### src/verilog/tmrfl_defs.svh
`ifndef TMRFL_DEFS_SVH
`define TMRFL_DEFS_SVH

// register indices; byte address is four times the index
`define TMRFL_IDX_MIRROR 10'h019
`define TMRFL_IDX_MODE 10'h01A
`define TMRFL_IDX_IRQ_STS 10'h01B
`define TMRFL_IDX_IRQ_MSK 10'h01C
`define TMRFL_IDX_PROTECT 10'h01D

// byte addresses on the apb bus
`define TMRFL_ADDR_MIRROR {`TMRFL_IDX_MIRROR, 2'b00}
`define TMRFL_ADDR_MODE {`TMRFL_IDX_MODE, 2'b00}
`define TMRFL_ADDR_IRQ_STS {`TMRFL_IDX_IRQ_STS, 2'b00}
`define TMRFL_ADDR_IRQ_MSK {`TMRFL_IDX_IRQ_MSK, 2'b00}
`define TMRFL_ADDR_PROTECT {`TMRFL_IDX_PROTECT, 2'b00}

// feature mode register fields
`define TMRFL_MODE_FIRQ 7
`define TMRFL_MODE_FCM_HI 6
`define TMRFL_MODE_FCM_LO 5
`define TMRFL_MODE_CAPCHK 4
`define TMRFL_MODE_SYNC 3
`define TMRFL_MODE_WRITE_PROTECT_DISABLE 2
`define TMRFL_MODE_INIT 1
`define TMRFL_MODE_ENH 0
`define TMRFL_MODE_RST 8'h04

// protect register: write_protect_arm bit
`define TMRFL_PROT_ARM 0

// interrupt status bits
`define TMRFL_IRQ_CHAN 0
`define TMRFL_IRQ_FAULT 1
`define TMRFL_IRQ_W 2

// reset values and channel enable pattern
`define TMRFL_FLAG_RST 8'h00
`define TMRFL_EVEN_CH 8'h55
`define TMRFL_ALL_CH 8'hFF
`define TMRFL_NO_CH 8'h00

`endif

### src/verilog/tmrfl_pkg.sv
package tmrfl_pkg;
   // fault control mode encoding
   typedef enum logic [1:0] {
      TMRFL_FC_OFF = 2'h0,
      TMRFL_FC_EVEN_MAN = 2'h1,
      TMRFL_FC_ALL_MAN = 2'h2,
      TMRFL_FC_ALL_AUTO = 2'h3
   } tmrfl_fault_e;
   typedef logic [7:0] tmrfl_byte_t;
endpackage : tmrfl_pkg

### src/verilog/tmrfl_flag_if.sv
`timescale 1ns/1ps
// register-side access to the channel flag mirror
interface tmrfl_flag_if;
   logic rd; // one-cycle: mirror read taken
   logic wr; // one-cycle: mirror write taken
   logic [7:0] wdata; // write data low byte
   logic [7:0] flags; // current channel flags
   modport owner (input rd, input wr, input wdata, output flags);
   modport user (output rd, output wr, output wdata, input flags);
endinterface : tmrfl_flag_if

### src/verilog/tmrfl_top.sv
`timescale 1ns/1ps
`include "tmrfl_defs.svh"
module tmrfl_top
   import tmrfl_pkg::*;
#(
   parameter int NCH = 8,
   parameter int AW = 12
) (
   // clock, reset, enable
   input wire logic CORE_CLK_I,
   input wire logic RST_B_I,
   input wire logic CE_I,
   // apb slave
   input wire logic PSEL_I,
   input wire logic PENABLE_I,
   input wire logic PWRITE_I,
   input wire logic [AW-1:0] PADDR_I,
   input wire logic [31:0] PWDATA_I,
   output logic [31:0] PRDATA_O,
   output logic PREADY_O,
   output logic PSLVERR_O,
   // channel events and fault pin
   input wire logic [NCH-1:0] CH_EVT_I,
   input wire logic FAULT_PIN_I,
   // controls to the timer
   output logic [NCH-1:0] CH_FLAG_O,
   output logic [7:0] FEATURE_MODE_O,
   output logic [7:0] FAULT_CH_EN_O,
   output logic FAULT_AUTO_CLR_O,
   // interrupt
   output logic IRQ_O
);
   ////////////////////////////////////////////////////////////////////////////////
   // bus decode
   logic pready_r; // access phase answered
   logic pslverr_r;
   logic [31:0] prdata_r;
   wire ask = PSEL_I & PENABLE_I & ~pready_r; // first access cycle
   wire take = PSEL_I & PENABLE_I & pready_r; // transfer completes here
   wire hit_mir = (PADDR_I == `TMRFL_ADDR_MIRROR);
   wire hit_mode = (PADDR_I == `TMRFL_ADDR_MODE);
   wire hit_sts = (PADDR_I == `TMRFL_ADDR_IRQ_STS);
   wire hit_msk = (PADDR_I == `TMRFL_ADDR_IRQ_MSK);
   wire hit_prot = (PADDR_I == `TMRFL_ADDR_PROTECT);
   wire mapped = hit_mir | hit_mode | hit_sts | hit_msk | hit_prot;
   wire wr_take = take & PWRITE_I & mapped;
   wire rd_take = take & ~PWRITE_I & mapped;

   ////////////////////////////////////////////////////////////////////////////////
   // state
   tmrfl_byte_t mode_r; // feature_mode_control
   tmrfl_byte_t mode_nxt;
   logic arm_seen_r; // arm bit was read as one
   logic arm_seen_nxt;
   logic [`TMRFL_IRQ_W-1:0] sts_r; // sticky interrupt status
   logic [`TMRFL_IRQ_W-1:0] sts_nxt;
   logic [`TMRFL_IRQ_W-1:0] msk_r; // interrupt mask
   logic [`TMRFL_IRQ_W-1:0] sts_set;
   logic fault_s1_r; // pin synchroniser, first stage
   logic fault_s2_r; // synchronised fault level
   logic irq_r;
   logic [31:0] rd_mux;

   tmrfl_flag_if flg ();

   ////////////////////////////////////////////////////////////////////////////////
   // flag mirror
   assign flg.rd = rd_take & hit_mir;
   assign flg.wr = wr_take & hit_mir;
   assign flg.wdata = PWDATA_I[7:0];

   tmrfl_flags #(
      .NCH(NCH)
   ) u_flags (
      .clk_i(CORE_CLK_I),
      .rst_b_i(RST_B_I),
      .ce_i(CE_I),
      .evt_i(CH_EVT_I),
      .flg(flg.owner)
   );

   // software is expected to use the mirror only with enhanced features on,
   // pairs linked and centre alignment off; nothing here enforces that
   assign CH_FLAG_O = flg.flags;

   ////////////////////////////////////////////////////////////////////////////////
   // fault decode shared by all channels
   tmrfl_fault u_fault (
      .clk_i(CORE_CLK_I),
      .rst_b_i(RST_B_I),
      .ce_i(CE_I),
      .fcm_i(mode_r[`TMRFL_MODE_FCM_HI:`TMRFL_MODE_FCM_LO]),
      .ch_en_o(FAULT_CH_EN_O),
      .auto_clr_o(FAULT_AUTO_CLR_O)
   );

   ////////////////////////////////////////////////////////////////////////////////
   // mode register write; protected fields need write_protect_disable
   wire write_protect_disable = mode_r[`TMRFL_MODE_WRITE_PROTECT_DISABLE];
   wire mode_wr = wr_take & hit_mode;
   wire prot_wr = wr_take & hit_prot;
   wire arm_wr = prot_wr & PWDATA_I[`TMRFL_PROT_ARM]; // arm sets protection
   wire prot_ok = mode_wr & write_protect_disable;
   wire dis_set = mode_wr & PWDATA_I[`TMRFL_MODE_WRITE_PROTECT_DISABLE] & arm_seen_r;

   always_comb begin
      mode_nxt = mode_r;
      if (mode_wr) begin
         mode_nxt[`TMRFL_MODE_FIRQ] = PWDATA_I[`TMRFL_MODE_FIRQ];
         mode_nxt[`TMRFL_MODE_SYNC] = PWDATA_I[`TMRFL_MODE_SYNC];
      end
      if (prot_ok) begin
         // fault mode, capture check, enhanced enable
         mode_nxt[`TMRFL_MODE_FCM_HI] = PWDATA_I[`TMRFL_MODE_FCM_HI];
         mode_nxt[`TMRFL_MODE_FCM_LO] = PWDATA_I[`TMRFL_MODE_FCM_LO];
         mode_nxt[`TMRFL_MODE_CAPCHK] = PWDATA_I[`TMRFL_MODE_CAPCHK];
         mode_nxt[`TMRFL_MODE_ENH] = PWDATA_I[`TMRFL_MODE_ENH];
      end
      // zero written to the disable bit has no effect
      if (arm_wr) begin
         mode_nxt[`TMRFL_MODE_WRITE_PROTECT_DISABLE] = 1'b0;
      end else if (dis_set) begin
         mode_nxt[`TMRFL_MODE_WRITE_PROTECT_DISABLE] = 1'b1;
      end
      // output init is a strobe handled elsewhere; never stored
      mode_nxt[`TMRFL_MODE_INIT] = 1'b0;
   end

   // arm read seen while protected; dropped once used or re-armed
   assign arm_seen_nxt = (rd_take & hit_prot & ~write_protect_disable) ? 1'b1 :
                         (mode_wr | arm_wr) ? 1'b0 : arm_seen_r;

   ////////////////////////////////////////////////////////////////////////////////
   // interrupt sources; hardware set wins over write-one-to-clear
   wire fault_on = (mode_r[`TMRFL_MODE_FCM_HI:`TMRFL_MODE_FCM_LO] != 2'h0);
   assign sts_set[`TMRFL_IRQ_CHAN] = |CH_EVT_I;
   assign sts_set[`TMRFL_IRQ_FAULT] = fault_s2_r & fault_on &
                                      mode_r[`TMRFL_MODE_FIRQ];
   wire [`TMRFL_IRQ_W-1:0] sts_clr = (wr_take & hit_sts) ?
                                     PWDATA_I[`TMRFL_IRQ_W-1:0] : '0;
   assign sts_nxt = (sts_r & ~sts_clr) | sts_set;
   // level before its output flop; same cycle as status and mask, IRQ_O one cycle later
   wire irq_nxt = |(sts_r & msk_r);

   ////////////////////////////////////////////////////////////////////////////////
   // read data select; unused bits read zero
   always_comb begin
      rd_mux = 32'h00000000;
      if (hit_mir) begin
         rd_mux[NCH-1:0] = flg.flags;
      end else if (hit_mode) begin
         rd_mux[7:0] = mode_r;
      end else if (hit_sts) begin
         rd_mux[`TMRFL_IRQ_W-1:0] = sts_r;
      end else if (hit_msk) begin
         rd_mux[`TMRFL_IRQ_W-1:0] = msk_r;
      end else if (hit_prot) begin
         rd_mux[`TMRFL_PROT_ARM] = ~write_protect_disable; // arm is negated disable
      end
   end

   ////////////////////////////////////////////////////////////////////////////////
   // apb answer: one wait state so read data come from a flop
   always_ff @(posedge CORE_CLK_I or negedge RST_B_I) begin
      if (!RST_B_I) begin
         pready_r <= 1'b0;
         pslverr_r <= 1'b0;
         prdata_r <= 32'h00000000;
      end else if (CE_I) begin
         pready_r <= ask;
         pslverr_r <= ask & ~mapped;
         if (ask) begin
            prdata_r <= rd_mux;
         end
      end
   end

   // control registers
   always_ff @(posedge CORE_CLK_I or negedge RST_B_I) begin
      if (!RST_B_I) begin
         mode_r <= `TMRFL_MODE_RST;
         arm_seen_r <= 1'b0;
         sts_r <= '0;
         msk_r <= '0;
      end else if (CE_I) begin
         mode_r <= mode_nxt;
         arm_seen_r <= arm_seen_nxt;
         sts_r <= sts_nxt;
         if (wr_take & hit_msk) begin
            msk_r <= PWDATA_I[`TMRFL_IRQ_W-1:0];
         end
      end
   end

   // fault pin synchroniser and interrupt output
   always_ff @(posedge CORE_CLK_I or negedge RST_B_I) begin
      if (!RST_B_I) begin
         fault_s1_r <= 1'b0;
         fault_s2_r <= 1'b0;
         irq_r <= 1'b0;
      end else if (CE_I) begin
         fault_s1_r <= FAULT_PIN_I;
         fault_s2_r <= fault_s1_r;
         irq_r <= irq_nxt;
      end
   end

   assign PRDATA_O = prdata_r;
   assign PREADY_O = pready_r;
   assign PSLVERR_O = pslverr_r;
   assign FEATURE_MODE_O = mode_r;
   assign IRQ_O = irq_r;

   ////////////////////////////////////////////////////////////////////////////////
   chk_mirror_read_data:
   assert property (@(posedge CORE_CLK_I) disable iff (!RST_B_I)
      CE_I && ask && hit_mir |=> PRDATA_O == {24'h000000, $past(flg.flags)})
      else $error("mirror read data wrong");
   chk_protect_holds_fcm:
   assert property (@(posedge CORE_CLK_I) disable iff (!RST_B_I)
      CE_I && mode_wr && !write_protect_disable |=> $stable(mode_r[6:5]) && $stable(mode_r[0]))
      else $error("protected field written while protected");
   chk_arm_clears_dis:
   assert property (@(posedge CORE_CLK_I) disable iff (!RST_B_I)
      CE_I && arm_wr |=> !mode_r[`TMRFL_MODE_WRITE_PROTECT_DISABLE])
      else $error("arm write did not clear disable");
   chk_dis_needs_arm:
   assert property (@(posedge CORE_CLK_I) disable iff (!RST_B_I)
      CE_I && !write_protect_disable && !arm_seen_r |=> !mode_r[`TMRFL_MODE_WRITE_PROTECT_DISABLE])
      else $error("disable set without armed read");
   chk_fault_irq_set:
   assert property (@(posedge CORE_CLK_I) disable iff (!RST_B_I)
      CE_I && fault_s2_r && fault_on && mode_r[7] |=> sts_r[`TMRFL_IRQ_FAULT])
      else $error("fault did not raise status");
   chk_irq_follows_mask:
   assert property (@(posedge CORE_CLK_I) disable iff (!RST_B_I)
      CE_I |=> IRQ_O == $past(irq_nxt))
      else $error("interrupt output mismatch");
   chk_apb_one_wait:
   assert property (@(posedge CORE_CLK_I) disable iff (!RST_B_I)
      CE_I && ask |=> PREADY_O && (PSLVERR_O == !$past(mapped)))
      else $error("apb answer late or wrong");

   ////////////////////////////////////////////////////////////////////////////////
   // bus answer stands one cycle; read data only move at the latch edge,
   // so a slow master may sample late without seeing a torn word
   chk_ready_one_cycle:
   assert property (@(posedge CORE_CLK_I) disable iff (!RST_B_I)
      CE_I && PREADY_O |=> !PREADY_O)
      else $error("ready stood longer than one cycle");
   chk_rdata_holds:
   assert property (@(posedge CORE_CLK_I) disable iff (!RST_B_I)
      CE_I && !ask |=> $stable(PRDATA_O))
      else $error("read data moved outside an access");

   // protection: open writes land, a zero to the disable bit is ignored,
   // and an armed read followed by a one reopens the protected fields
   chk_fcm_write_open:
   assert property (@(posedge CORE_CLK_I) disable iff (!RST_B_I)
      CE_I && prot_ok |=> mode_r[`TMRFL_MODE_FCM_HI:`TMRFL_MODE_FCM_LO] ==
      $past(PWDATA_I[`TMRFL_MODE_FCM_HI:`TMRFL_MODE_FCM_LO]))
      else $error("fault mode not written while unprotected");
   chk_dis_set_armed:
   assert property (@(posedge CORE_CLK_I) disable iff (!RST_B_I)
      CE_I && dis_set |=> mode_r[`TMRFL_MODE_WRITE_PROTECT_DISABLE])
      else $error("armed disable write did not unlock");
   chk_dis_zero_noop:
   assert property (@(posedge CORE_CLK_I) disable iff (!RST_B_I)
      CE_I && mode_wr && write_protect_disable && !PWDATA_I[`TMRFL_MODE_WRITE_PROTECT_DISABLE]
      |=> mode_r[`TMRFL_MODE_WRITE_PROTECT_DISABLE])
      else $error("zero write cleared the disable bit");

   // interrupt status: events always set their bit, and the fault bit
   // stays quiet unless fault control and its enable are both on
   chk_chan_sts_set:
   assert property (@(posedge CORE_CLK_I) disable iff (!RST_B_I)
      CE_I && (|CH_EVT_I) |=> sts_r[`TMRFL_IRQ_CHAN])
      else $error("channel event did not set status");
   chk_fault_gated_off:
   assert property (@(posedge CORE_CLK_I) disable iff (!RST_B_I)
      CE_I && !(fault_on && mode_r[`TMRFL_MODE_FIRQ]) && !sts_r[`TMRFL_IRQ_FAULT]
      |=> !sts_r[`TMRFL_IRQ_FAULT])
      else $error("fault status set while disabled");
endmodule : tmrfl_top

### src/verilog/tmrfl_flags.sv
`timescale 1ns/1ps
`include "tmrfl_defs.svh"
module tmrfl_flags
   import tmrfl_pkg::*;
#(
   parameter int NCH = 8
) (
   // clock and reset
   input wire logic clk_i,
   input wire logic rst_b_i,
   input wire logic ce_i,
   // channel events
   input wire logic [NCH-1:0] evt_i,
   // register access
   tmrfl_flag_if.owner flg
);
   logic [NCH-1:0] flag_r; // channel_event_flag per channel
   logic [NCH-1:0] flag_nxt;
   logic [NCH-1:0] qual_r; // flag was seen set by a mirror read
   logic [NCH-1:0] qual_nxt;
   logic [NCH-1:0] clr; // bits a write may clear

   ////////////////////////////////////////////////////////////////////////////////
   // a zero clears only a qualified bit; a one is ignored
   assign clr = (flg.wr) ? (qual_r & ~flg.wdata[NCH-1:0]) : '0;
   // the event wins over a clear in the same cycle
   assign flag_nxt = (flag_r & ~clr) | evt_i;
   // a new event revokes a pending read; any write consumes it
   assign qual_nxt = (flg.wr) ? '0 :
                     (flg.rd) ? (flag_r & ~evt_i) :
                     (qual_r & ~evt_i);
   assign flg.flags = flag_r;

   // flag and qualification state
   always_ff @(posedge clk_i or negedge rst_b_i) begin
      if (!rst_b_i) begin
         flag_r <= '0;
         qual_r <= '0;
      end else if (ce_i) begin
         flag_r <= flag_nxt;
         qual_r <= qual_nxt;
      end
   end

   ////////////////////////////////////////////////////////////////////////////////
   chk_evt_sets_flag:
   assert property (@(posedge clk_i) disable iff (!rst_b_i)
      ce_i && (|evt_i) |=> ((flag_r & $past(evt_i)) == $past(evt_i)))
      else $error("event did not set its flag");
   chk_clear_needs_read:
   assert property (@(posedge clk_i) disable iff (!rst_b_i)
      ce_i |=> (($past(flag_r) & ~flag_r & ~$past(qual_r)) == '0))
      else $error("flag cleared without a qualifying read");
   chk_one_keeps_flag:
   assert property (@(posedge clk_i) disable iff (!rst_b_i)
      ce_i && flg.wr |=> (((flag_r ^ $past(flag_r)) & $past(flg.wdata[NCH-1:0]) &
      ~$past(evt_i)) == '0))
      else $error("writing one changed a flag");
   chk_zero_write_clears:
   assert property (@(posedge clk_i) disable iff (!rst_b_i)
      ce_i && flg.wr && flg.wdata == 8'h00 && evt_i == '0
      |=> flag_r == ($past(flag_r) & ~$past(qual_r)))
      else $error("zero write did not clear read flags");
   chk_evt_drops_qual:
   assert property (@(posedge clk_i) disable iff (!rst_b_i)
      ce_i && (|evt_i) |=> ((qual_r & $past(evt_i)) == '0))
      else $error("new event left flag clearable");
endmodule : tmrfl_flags

### src/verilog/tmrfl_fault.sv
`timescale 1ns/1ps
`include "tmrfl_defs.svh"
module tmrfl_fault
   import tmrfl_pkg::*;
(
   // clock and reset
   input wire logic clk_i,
   input wire logic rst_b_i,
   input wire logic ce_i,
   // mode field
   input wire logic [1:0] fcm_i,
   // decoded controls
   output logic [7:0] ch_en_o,
   output logic auto_clr_o
);
   tmrfl_fault_e mode; // typed view of the field
   logic [7:0] en_nxt;

   ////////////////////////////////////////////////////////////////////////////////
   assign mode = tmrfl_fault_e'(fcm_i);

   // one field drives every channel together
   always_comb begin
      case (mode)
         TMRFL_FC_OFF: en_nxt = `TMRFL_NO_CH;
         TMRFL_FC_EVEN_MAN: en_nxt = `TMRFL_EVEN_CH;
         TMRFL_FC_ALL_MAN: en_nxt = `TMRFL_ALL_CH;
         TMRFL_FC_ALL_AUTO: en_nxt = `TMRFL_ALL_CH;
         default: en_nxt = `TMRFL_NO_CH;
      endcase
   end

   // registered decode
   always_ff @(posedge clk_i or negedge rst_b_i) begin
      if (!rst_b_i) begin
         ch_en_o <= `TMRFL_NO_CH;
         auto_clr_o <= 1'b0;
      end else if (ce_i) begin
         ch_en_o <= en_nxt;
         auto_clr_o <= (mode == TMRFL_FC_ALL_AUTO);
      end
   end

   ////////////////////////////////////////////////////////////////////////////////
   chk_even_only_map:
   assert property (@(posedge clk_i) disable iff (!rst_b_i)
      ce_i && fcm_i == 2'h1 |=> ch_en_o == `TMRFL_EVEN_CH && !auto_clr_o)
      else $error("even-only fault mode decoded wrong");
endmodule : tmrfl_fault

### config.mk
export PLATFORM = sky130hd
export DESIGN_NAME = tmrfl_top
export DESIGN_NICKNAME = d
export VERILOG_FILES = /design/src/verilog/tmrfl_pkg.sv /design/src/verilog/tmrfl_flag_if.sv /design/src/verilog/tmrfl_top.sv /design/src/verilog/tmrfl_flags.sv /design/src/verilog/tmrfl_fault.sv
export VERILOG_INCLUDE_DIRS = /design/src /design/src/verilog
export SDC_FILE = /design/constraint.sdc
export NUM_CORES = 1
export LEC_CHECK = 0
export BUFFER_PORTS_ARGS = -buffer_cell sky130_fd_sc_hd__buf_4
export CORE_ASPECT_RATIO = 1.75
export CORE_MARGIN = 2
export CORE_UTILIZATION = 47
export DETAILED_ROUTE_END_ITERATION = 10
export HOLD_SLACK_MARGIN = 0.08
export PLACE_DENSITY = 0.83
export SETUP_SLACK_MARGIN = 0.4
export SYNTH_ARGS = -nofsm -noshare
export SYNTH_HDL_FRONTEND = slang
export SYNTH_HIERARCHICAL = 1
export SYNTH_SLANG_ARGS = --single-unit
### constraint.sdc
create_clock -name CORE_CLK_I -period 1.58 [get_ports CORE_CLK_I]
set_input_delay 0.316 -clock CORE_CLK_I [delete_from_list [all_inputs] [get_ports CORE_CLK_I]]
set_output_delay 0.316 -clock CORE_CLK_I [all_outputs]
set_load 0.01 [all_outputs]
* Yosys cells after proc, flatten, opt, wreduce, memory -nomap -nowiden
Cells that the tools add are included.
** Cells by class
- Equal/unequal tests :: 8
- Multiplexer cells :: 16
- Bitwise operators :: 43
- Reduce and logical (&&, ||, !) cells :: 13
** Operators by type and width (number)
- equality test 12 x 7 -> 1 bit, second input constant :: 5
- bitwise AND 8 bit :: 4
- 2-to-1 mux 8 bit :: 4
- NOT 8 bit :: 3
- one-hot mux 8 bit (3 select lines) :: 1
- bitwise AND 1 bit :: 22
- AND reduction 2 bit :: 6
- OR 8 bit :: 1
- OR reduction 8 bit :: 1
- 2-to-1 mux 1 bit :: 7
- 2-to-1 mux 2 bit :: 3
- 2-to-1 mux 6 bit :: 1
- nonzero test 2 bit :: 3
- OR 1 bit :: 5
- bitwise AND 2 bit :: 2
- equality test 2 bit, second input constant :: 2
- NOT 1 bit :: 4
- OR reduction 2 bit :: 2
- equality test 2 x 1 -> 1 bit, second input constant :: 1
- zero test 2 bit :: 1
- NOT 2 bit :: 1
- OR 2 bit :: 1
** Storage, ports and cells
- Flip-flop bits (word level) :: 50
- Input bits :: 59
- Output and inout port bits :: 60
- Logic and storage cells :: 96

* Depth between registers and ports, before layout
Gate-level depths: netlist of run 1.
- Depth after elaboration :: 11
- Depth in mapped cells :: 8
- Gate-level depth less buffers :: 5

* By module
The synthesis of run 1 kept the hierarchy.
** By module, submodules not included
- tmrfl_top :: instances 1, cells an instance 149, area an instance 1497.7 um^2, sequential area each 626.9 um^2
- tmrfl_flags :: instances 1, cells an instance 72, area an instance 887.1 um^2, sequential area each 400.4 um^2
- tmrfl_fault :: instances 1, cells an instance 16, area an instance 161.4 um^2, sequential area each 75.1 um^2

* Least setup slack after synthesis of run 1
Ideal clock, no wire load.
- Path type :: input to register
- Start point :: input PADDR_I[1]
- End point :: register u_flags.qual_r[5]
- Setup time :: 0.124 ns
- Arrival time :: 2.166 ns
- Required time :: 1.456 ns
- Slack :: -0.710 ns
- Stages :: 6
- Buffers on the path :: 1
- Cells stage by stage :: or4_4 nor4_4 nor3b_1 buf_4 nor4b_1 a211o_1
** Between the ends
- Longest elaborated chain between the ends :: 9
- Elaborated cells between the ends (all ways) :: 15
- Those cells by class :: 5 x eq/ne; 2 x mux; 8 x bitwise
** Ends and longest elaborated chain
- from (decl) :: line tmrfl_top.sv:17 : input wire logic [AW-1:0] PADDR_I,
- equality test 12 x 7 -> 1 bit (no source line)
- OR 1 bit (4 in a row) :: line tmrfl_top.sv:45 : wire mapped = hit_mir | hit_mode | hit_sts | hit_msk | hit_prot;
- bitwise AND 1 bit :: line tmrfl_top.sv:47 : wire rd_take = take & ~PWRITE_I & mapped;
- bitwise AND 1 bit (*) :: line tmrfl_top.sv:68 : assign flg.rd = rd_take & hit_mir;
- net flg.rd :: line tmrfl_flag_if.sv:4 : logic rd;
- 2-to-1 mux 8 bit (*) :: line tmrfl_flags.sv:30 : (flg.rd) ? (flag_r & ~evt_i) :
- 2-to-1 mux 8 bit (*) :: line tmrfl_flags.sv:29 : assign qual_nxt = (flg.wr) ? '0 :
- to (signal assigned) :: line tmrfl_flags.sv:41 : qual_r <= qual_nxt;
- to (decl) :: line tmrfl_flags.sv:19 : logic [NCH-1:0] qual_r;
The timed path passes the listed nets; every way through them passes the cells marked *.
A chain may end at the register's enable or synchronous reset.

* Worst setup path after layout of run 1
- Start point :: input PADDR_I[1]
- End point :: register u_flags.qual_r[1]
** Between the ends
- Elaborated cells between the ends (all ways) :: 15
- Those cells by class :: 5 x eq/ne; 2 x mux; 8 x bitwise
** RTL lines
- equality test 12 x 7 -> 1 bit (no source line)
- OR 1 bit (4 in a row) :: line tmrfl_top.sv:45
- bitwise AND 1 bit :: line tmrfl_top.sv:46 : wire wr_take = take & PWRITE_I & mapped;
- bitwise AND 1 bit (*) :: line tmrfl_top.sv:69 : assign flg.wr = wr_take & hit_mir;
- net flg.wr :: line tmrfl_flag_if.sv:5 : logic wr;
- 2-to-1 mux 8 bit (*) :: line tmrfl_flags.sv:29
Marks and branches as above.

==> results.rst, run 1 <==
.. list-table::
   :header-rows: 1

   * - Metric
     - Value
   * - Result of the run
     - complete, but fails checks
   * - Failing checks
     - negative setup slack
   * - Worst-case register-to-register setup slack
     - 30 ps
   * - CP required
     - 1760 ps
   * - Overall routed net length
     - 8610 um
   * - Worst setup slack after placement
     - -709 ps
   * - Vias in the first global route
     - 2,279
   * - HPWL after detailed placement
     - 4870 um
   * - Total power per unit cell area
     - 607 nW/um^2
   * - Endpoints failing setup
     - 35
   * - Starting utilization of the core area
     - 48.5%
   * - Placed cell count
     - 376
   * - Detail-routed via count per cell
     - 5.90
   * - Global-route met1 utilization
     - 31.9%
   * - Global placer's final weighted congestion
     - 0.932
   * - Number of sinks handled by clock tree synthesis
     - 44
   * - Number of nets at the end of the flow
     - 423
   * - Detailed Route Iter0 Violations
     - 119
   * - Area of the core region
     - 5260 um^2
   * - Hold path endpoint
     - FEATURE_MODE_O[7]
   * - Post-route cell area
     - 4020 um^2
   * - Power Total
     - 2.44 mW
   * - Overall die area
     - 6050 um^2
   * - CTS Buf Count
     - 5
   * - Final count of hold timing violations
     - 0
   * - Min-Delay Path Class
     - in2reg
   * - Yosys top cell by area
     - sky130_fd_sc_hd__dfrtp_1
   * - Source of the worst hold timing path
     - PWDATA_I[7]
   * - Worst R2R End
     - u_flags/qual_r[4]
   * - Type of origin of the critical path
     - input pin
   * - Clock skew
     - 16.4 ps
   * - Proportion of register bits with asynchronous set or reset after synthesis
     - 100%
   * - Clock latency at the later pin of the worst-skew pair
     - 310 ps
   * - Floorplan row count
     - 35
   * - Post-synthesis sequential element count
     - 44
   * - Cell area reported after detailed placement
     - 3280 um^2
   * - Layout-stage area growth over the synthesis result
     - 58.0%
   * - Area share of the leading cell type in the synthesized netlist
     - 42.3%
   * - Number of unique standard cell types used by synthesis
     - 55
   * - Deepest level of the CTS H-tree
     - 2
   * - Via count
     - 2,480
   * - First-pass GRT wire length
     - 11,800 um
   * - LEAKAGE
     - 1.91 nW
   * - Kind of capture point of the worst setup path
     - flip-flop
   * - Most numerous cell types in the synthesized netlist
     - 43 x sky130_fd_sc_hd__dfrtp_1, 33 x sky130_fd_sc_hd__buf_4, 14 x sky130_fd_sc_hd__o21ai_0, 11 x sky130_fd_sc_hd__nand2_1
   * - Unrepaired setup endpoints after global routing
     - true
   * - Die span in y
     - 101 um
   * - Yosys synthesis warning count
     - 6
   * - Sequential cell area
     - 1110 um^2
   * - Reg2Reg Launch Point
     - PREADY_O
   * - Launching instance or port of the critical path
     - PADDR_I[1]
   * - Top achievable clock speed
     - 542 MHz
   * - Most frequently used cell type in the post-synthesis netlist
     - sky130_fd_sc_hd__dfrtp_1
   * - Minimum period implied by the final worst setup slack
     - 1850 ps
   * - Buffer levels on the longest clock path
     - 2
   * - Port-buffer cells
     - 69
   * - Layout cells sized above 1
     - 55.6%
   * - Antenna Nets Post-Route
     - 0
   * - Worst hold margin
     - 244 ps
   * - Post-synth EDFFs
     - 0
   * - Overflow left after global routing
     - 0
   * - Non-Filler Instances
     - 420
   * - Rel. slew slack
     - 61.3%
   * - Most used flip-flop cell after synthesis
     - sky130_fd_sc_hd__dfrtp_1
   * - Crit path arrival time
     - 2030 ps
   * - Type of the worst setup path
     - in2reg
   * - Ports placed on the boundary
     - 119
   * - Final core area utilization
     - 76.5%
   * - Register-to-Register Path Depth
     - 5
   * - Antenna violations before repair
     - 0
   * - Actual transition at the worst max-transition pin
     - 580 ps
   * - Number of cells on the worst hold path
     - 2
   * - Leading post-synthesis cells by cell area
     - sky130_fd_sc_hd__dfrtp_1 42%, sky130_fd_sc_hd__buf_4 9.7%, sky130_fd_sc_hd__mux2_2 3.5%
   * - Number of cells produced by synthesis
     - 237
   * - Max-capacitance violation count
     - 0
   * - Period Utilization, post-route
     - 117%
   * - Combined area of all synthesized cells
     - 2550 um^2
   * - Average instance area after synthesis
     - 10.7 um^2
   * - Sequential-to-total area share from yosys stat
     - 43.3%
   * - GRT met3 Usage
     - 2.81%
   * - Most Crowded Layer GR
     - met2
   * - Area of combinational cells with multiple inputs
     - 1500 um^2
   * - Met2 GRT Util
     - 45.4%
   * - Die width
     - 59.6 um
   * - Final routed DRC violation total
     - 0
   * - CTS tree
     - built
   * - Number of inserted diodes
     - 0
   * - Final routed wire length divided by cell count
     - 20.5 um
   * - Largest net degree at the start of global routing
     - 45
   * - Number of fill cells in the layout
     - 300
   * - Cell chosen for the clock root
     - sky130_fd_sc_hd__clkbuf_8
   * - Critical-path maximum fanout
     - 8
   * - Count of pins over their slew limit
     - 0
   * - CTS clk-pin slew, worst paths
     - 90 ps
   * - Total global-route track usage
     - 26.4%
   * - Worst path setup slack after routing
     - -265 ps
   * - Worst vdd rail ir drop
     - 532 uV
   * - Sum of negative setup slack
     - -4940 ps
   * - TritonRoute pass-1 iters
     - 4
[sequential cells by signal (all words and copies together) (netlist names)]
name	cells
u_fault/ch_en_o	2
u_flags/qual_r	8
arm_seen_r	1
u_fault/auto_clr_o	1
PRDATA_O	8
u_flags/flg.flags	8
IRQ_O	1
FEATURE_MODE_O	7
sts_r	2
msk_r	2
fault_s2_r	1
fault_s1_r	1
PREADY_O	1
PSLVERR_O	1
[where the power goes]
part / internal [mW] / switching (mW) / total, mW
clock: 0.517 / 0.408 / 0.926
sequential: 1.14 / 0.0141 / 1.15
combinational: 0.171 / 0.193 / 0.364
total: 1.83 / 0.615 / 2.44
[cell families (layout without fill, tap and decap cells)]
logic type      after synthesis  after routing  synth area share, %
buf+inv                      45            148                 12.8
other cells                   1             25                0.147
simple gates                 86             87                 24.5
compound gates               48             48                 13.6
flops                        44             44                 43.3
mux                          12             12                 5.41
xor+xnor                      1              1                0.344
[cell usage in the layout, fill, tap and decap left out, types with 6 or more instances in the layout]
master / count
sky130_fd_sc_hd__conb_1: 25
sky130_fd_sc_hd__mux2_2: 6
sky130_fd_sc_hd__dfrtp_2: 6
sky130_fd_sc_hd__dfrtp_1: 37
sky130_fd_sc_hd__buf_4: 88
sky130_fd_sc_hd__a22o_1: 8
sky130_fd_sc_hd__clkbuf_8: 6
sky130_fd_sc_hd__nor2b_1: 8
sky130_fd_sc_hd__nand2_1: 11
sky130_fd_sc_hd__a22oi_2: 6
sky130_fd_sc_hd__nand4b_1: 8
sky130_fd_sc_hd__a211o_1: 9
sky130_fd_sc_hd__nor4b_1: 8
sky130_fd_sc_hd__nor2_1: 8
sky130_fd_sc_hd__o21ai_1: 8
sky130_fd_sc_hd__buf_6: 44
[how the worst max path moves through the flow]
stage          slack [ps]                end  depth (start not counted)
6_report             -270  u_flags/qual_r[1]                          6
5_1_grt              -330  u_flags/qual_r[3]                          7
4_1_cts              -250  u_flags/qual_r[3]                          7
3_5_place_dp         -710  u_flags/qual_r[7]                          6
3_3_place_gp         -650  u_flags/qual_r[2]                          6
2_1_floorplan        -580  u_flags/qual_r[5]                          7
[per-layer routing]
layer | wire length [um] | vias to the layer above
met5 | 0 | -
met4 | 286 | 0
met3 | 477 | 25
met2 | 4730 | 127
met1 | 3110 | 1235
li1 | - | 1093
[final cells by class]
cell class | count | share of cell area (%)
clock inverters | 2 | 0.964
repair buffers | 136 | 30.1
multi-input cells | 173 | 37.2
inverters | 4 | 0.373
clock buffers | 6 | 2.05
flip-flops and latches | 44 | 27.6
well taps | 55 | 1.71
[critical path, cell delays in order]
cell and delay (ps):
sky130_fd_sc_hd__buf_6 90, sky130_fd_sc_hd__or4_4 540, sky130_fd_sc_hd__nor4_4 280, sky130_fd_sc_hd__and2_4 280, sky130_fd_sc_hd__and4bb_2 240, sky130_fd_sc_hd__a211o_1 280
[timing repair]
item,4_1_cts,5_1_grt
gates resized for setup,56,23
pin swaps,26,26
gates cloned,1,1
setup buffers,22,11
hold buffers,1,0
endpoints found under the setup margin,60,70
endpoints found under the hold margin,43,0
Power figures use the tool's default switching activity.
==> run 2, diff against run 1 <==
--- a/config.mk
+++ b/config.mk
@@ -11,6 +11,6 @@
 export CORE_MARGIN = 2
-export CORE_UTILIZATION = 47
+export CORE_UTILIZATION = 42
 export DETAILED_ROUTE_END_ITERATION = 10
 export HOLD_SLACK_MARGIN = 0.08
-export PLACE_DENSITY = 0.83
+export PLACE_DENSITY = 0.78
 export SETUP_SLACK_MARGIN = 0.4
==> constraint.sdc (replaced) <==
create_clock -name CORE_CLK_I -period 1.6 [get_ports CORE_CLK_I]
set_input_delay 0.32 -clock CORE_CLK_I [delete_from_list [all_inputs] [get_ports CORE_CLK_I]]
set_output_delay 0.32 -clock CORE_CLK_I [all_outputs]
set_load 0.1 [all_outputs]
==> results.rst, run 2 (synthesis results as in run 1) <==
.. list-table::
   :header-rows: 1

   * - Metric
     - Value
   * - Worst vdd rail ir drop
     - 490 uV
   * - Buffer levels on the longest clock path
     - 2
   * - Category of cells accounting for the largest share of critical-path delay
     - simple AND/OR/NAND/NOR gates
   * - Area of the core region
     - 5880 um^2
   * - Rel. slew slack
     - 61.2%
   * - TritonRoute pass-1 iters
     - 5
   * - Total global-route track usage
     - 23.1%
   * - Failing checks
     - negative setup slack
   * - Clock skew
     - 10.8 ps
   * - CTS clk-pin slew, worst paths
     - 90 ps
   * - Clock latency at the later pin of the worst-skew pair
     - 310 ps
   * - Minimum period implied by the final worst setup slack
     - 1790 ps
   * - Actual transition at the worst max-transition pin
     - 582 ps
   * - LEAKAGE
     - 1.86 nW
   * - Period Utilization, post-route
     - 112%
   * - Max-capacitance violation count
     - 0
   * - Antenna violations before repair
     - 0
   * - Kind of capture point of the worst setup path
     - flip-flop
   * - Number of inserted diodes
     - 0
   * - Vias in the first global route
     - 2,322
   * - Number of sinks handled by clock tree synthesis
     - 44
   * - Port-buffer cells
     - 69
   * - Cell at the slowest stage of the critical path
     - sky130_fd_sc_hd__or4_4
   * - Crit path buf inv count
     - 2
   * - Type of origin of the critical path
     - input pin
   * - HPWL after detailed placement
     - 4880 um
   * - CP required
     - 1850 ps
   * - Number of cells on the worst hold path
     - 2
   * - Cell chosen for the clock root
     - sky130_fd_sc_hd__clkbuf_8
   * - Detail-routed via count per cell
     - 5.58
   * - Final core area utilization
     - 71.3%
   * - Peak per-stage delay on the critical path
     - 550 ps
   * - Final routed wire length divided by cell count
     - 18.6 um
   * - Type of the worst setup path
     - in2reg
   * - Total power per unit cell area
     - 607 nW/um^2
   * - Overflow left after global routing
     - 0
   * - Cell Chain, Critical Path
     - buf_6, or4_4, nor4_4, nor3b_4, buf_12, nor4bb_4, a211o_1
   * - Layout cells sized above 1
     - 58.3%
   * - Via count
     - 2,378
   * - Count of pins over their slew limit
     - 0
   * - Starting utilization of the core area
     - 43.3%
   * - Critical-path maximum fanout
     - 16
   * - Cell area reported after detailed placement
     - 3290 um^2
   * - Overall routed net length
     - 7930 um
   * - Floorplan row count
     - 37
   * - Ports placed on the boundary
     - 119
   * - Top achievable clock speed
     - 559 MHz
   * - Endpoints failing setup
     - 21
   * - Register-to-Register Path Depth
     - 5
   * - CTS tree
     - built
   * - Worst path setup slack after routing
     - -189 ps
   * - Number of nets at the end of the flow
     - 406
   * - Global placer's final weighted congestion
     - 0.864
   * - Final count of hold timing violations
     - 0
   * - Detailed Route Iter0 Violations
     - 130
   * - Min-Delay Path Class
     - in2reg
   * - Final routed DRC violation total
     - 0
   * - Most frequent cells in the layout
     - 65 x sky130_fd_sc_hd__buf_4, 36 x sky130_fd_sc_hd__buf_12, 25 x sky130_fd_sc_hd__conb_1, 23 x sky130_fd_sc_hd__dfrtp_2, 17 x sky130_fd_sc_hd__dfrtp_1
   * - Commonest non-fill, non-tap cell in the layout
     - sky130_fd_sc_hd__buf_4
   * - Unrepaired setup endpoints after global routing
     - true
   * - Crit path arrival time
     - 2040 ps
   * - Die span in y
     - 107 um
   * - Non-Filler Instances
     - 426
   * - Overall die area
     - 6730 um^2
   * - Post-route cell area
     - 4190 um^2
   * - Antenna Nets Post-Route
     - 0
   * - Placed cell count
     - 394
   * - CTS Buf Count
     - 5
   * - Result of the run
     - complete, but fails checks
   * - Power Total
     - 2.54 mW
   * - Layout-stage area growth over the synthesis result
     - 64.6%
   * - Die width
     - 62.9 um
   * - First-pass GRT wire length
     - 12,000 um
   * - Total number of cells along the worst setup path
     - 7
   * - Deepest level of the CTS H-tree
     - 2
   * - Largest net degree at the start of global routing
     - 50
-- run 2: what timing repair did --
item                       CTS  global route
pin swaps                   23            11
setup buffers               17             4
setup endpoints to repair   72            72
hold endpoints to repair    43             0
resized for setup          129            18
hold buffers                 1             0
gates cloned                 1             1
-- run 2: report_power, final --
part	internal, mW	switching, mW	total (mW)	leakage, nW
logic	0.183	0.494	0.677	1.29
clock network	0.305	0.413	0.718	0.0479
registers	1.13	0.0197	1.15	0.522
-- run 2: worst paths after layout --
path	start	to	slack (ps)
min in group asynchronous	RST_B_I	msk_r[1]	550
worst min-delay path	PWDATA_I[5]	FEATURE_MODE_O[5]	250
worst max-delay path	PADDR_I[4]	u_flags/qual_r[3]	-190
worst max register to register	PREADY_O	u_flags/qual_r[7]	-20
max in group asynchronous	RST_B_I	u_fault/ch_en_o[6]	610
worst min register to register	PRDATA_O[0]	PRDATA_O[0]	530
-- run 2: layout make-up --
type	count	area (um^2)
flip-flops and latches	44	1150
clock buffers	5	68.8
well taps	78	97.6
repair buffers	119	1410
multi-input cells	173	1430
fillers	416	1690
clock inverters	3	18.8
inverters	4	15.0
-- run 2: per-stage QoR --
step                      hold WS (ps)  setup slack, ps  TNS, ps
after floorplan                   24.4             -565    -9750
after global placement             344             -619   -15720
after detailed placement           349             -655   -16300
after CTS                          249             -167    -2670
after global routing               249             -265    -3670
final                              247             -189    -2320
-- run 2: layer usage --
| layer | vias to the layer above | track usage, % | share of wire, % |
|---|---|---|---|
| met4 | 0 | 11.3 | 3.2 |
| met3 | 16 | 3.25 | 4.2 |
| met2 | 105 | 42.4 | 56 |
| met1 | 1200 | 25.8 | 37 |
| met5 | - | 0 | 0 |
| li1 | 1057 | - | - |
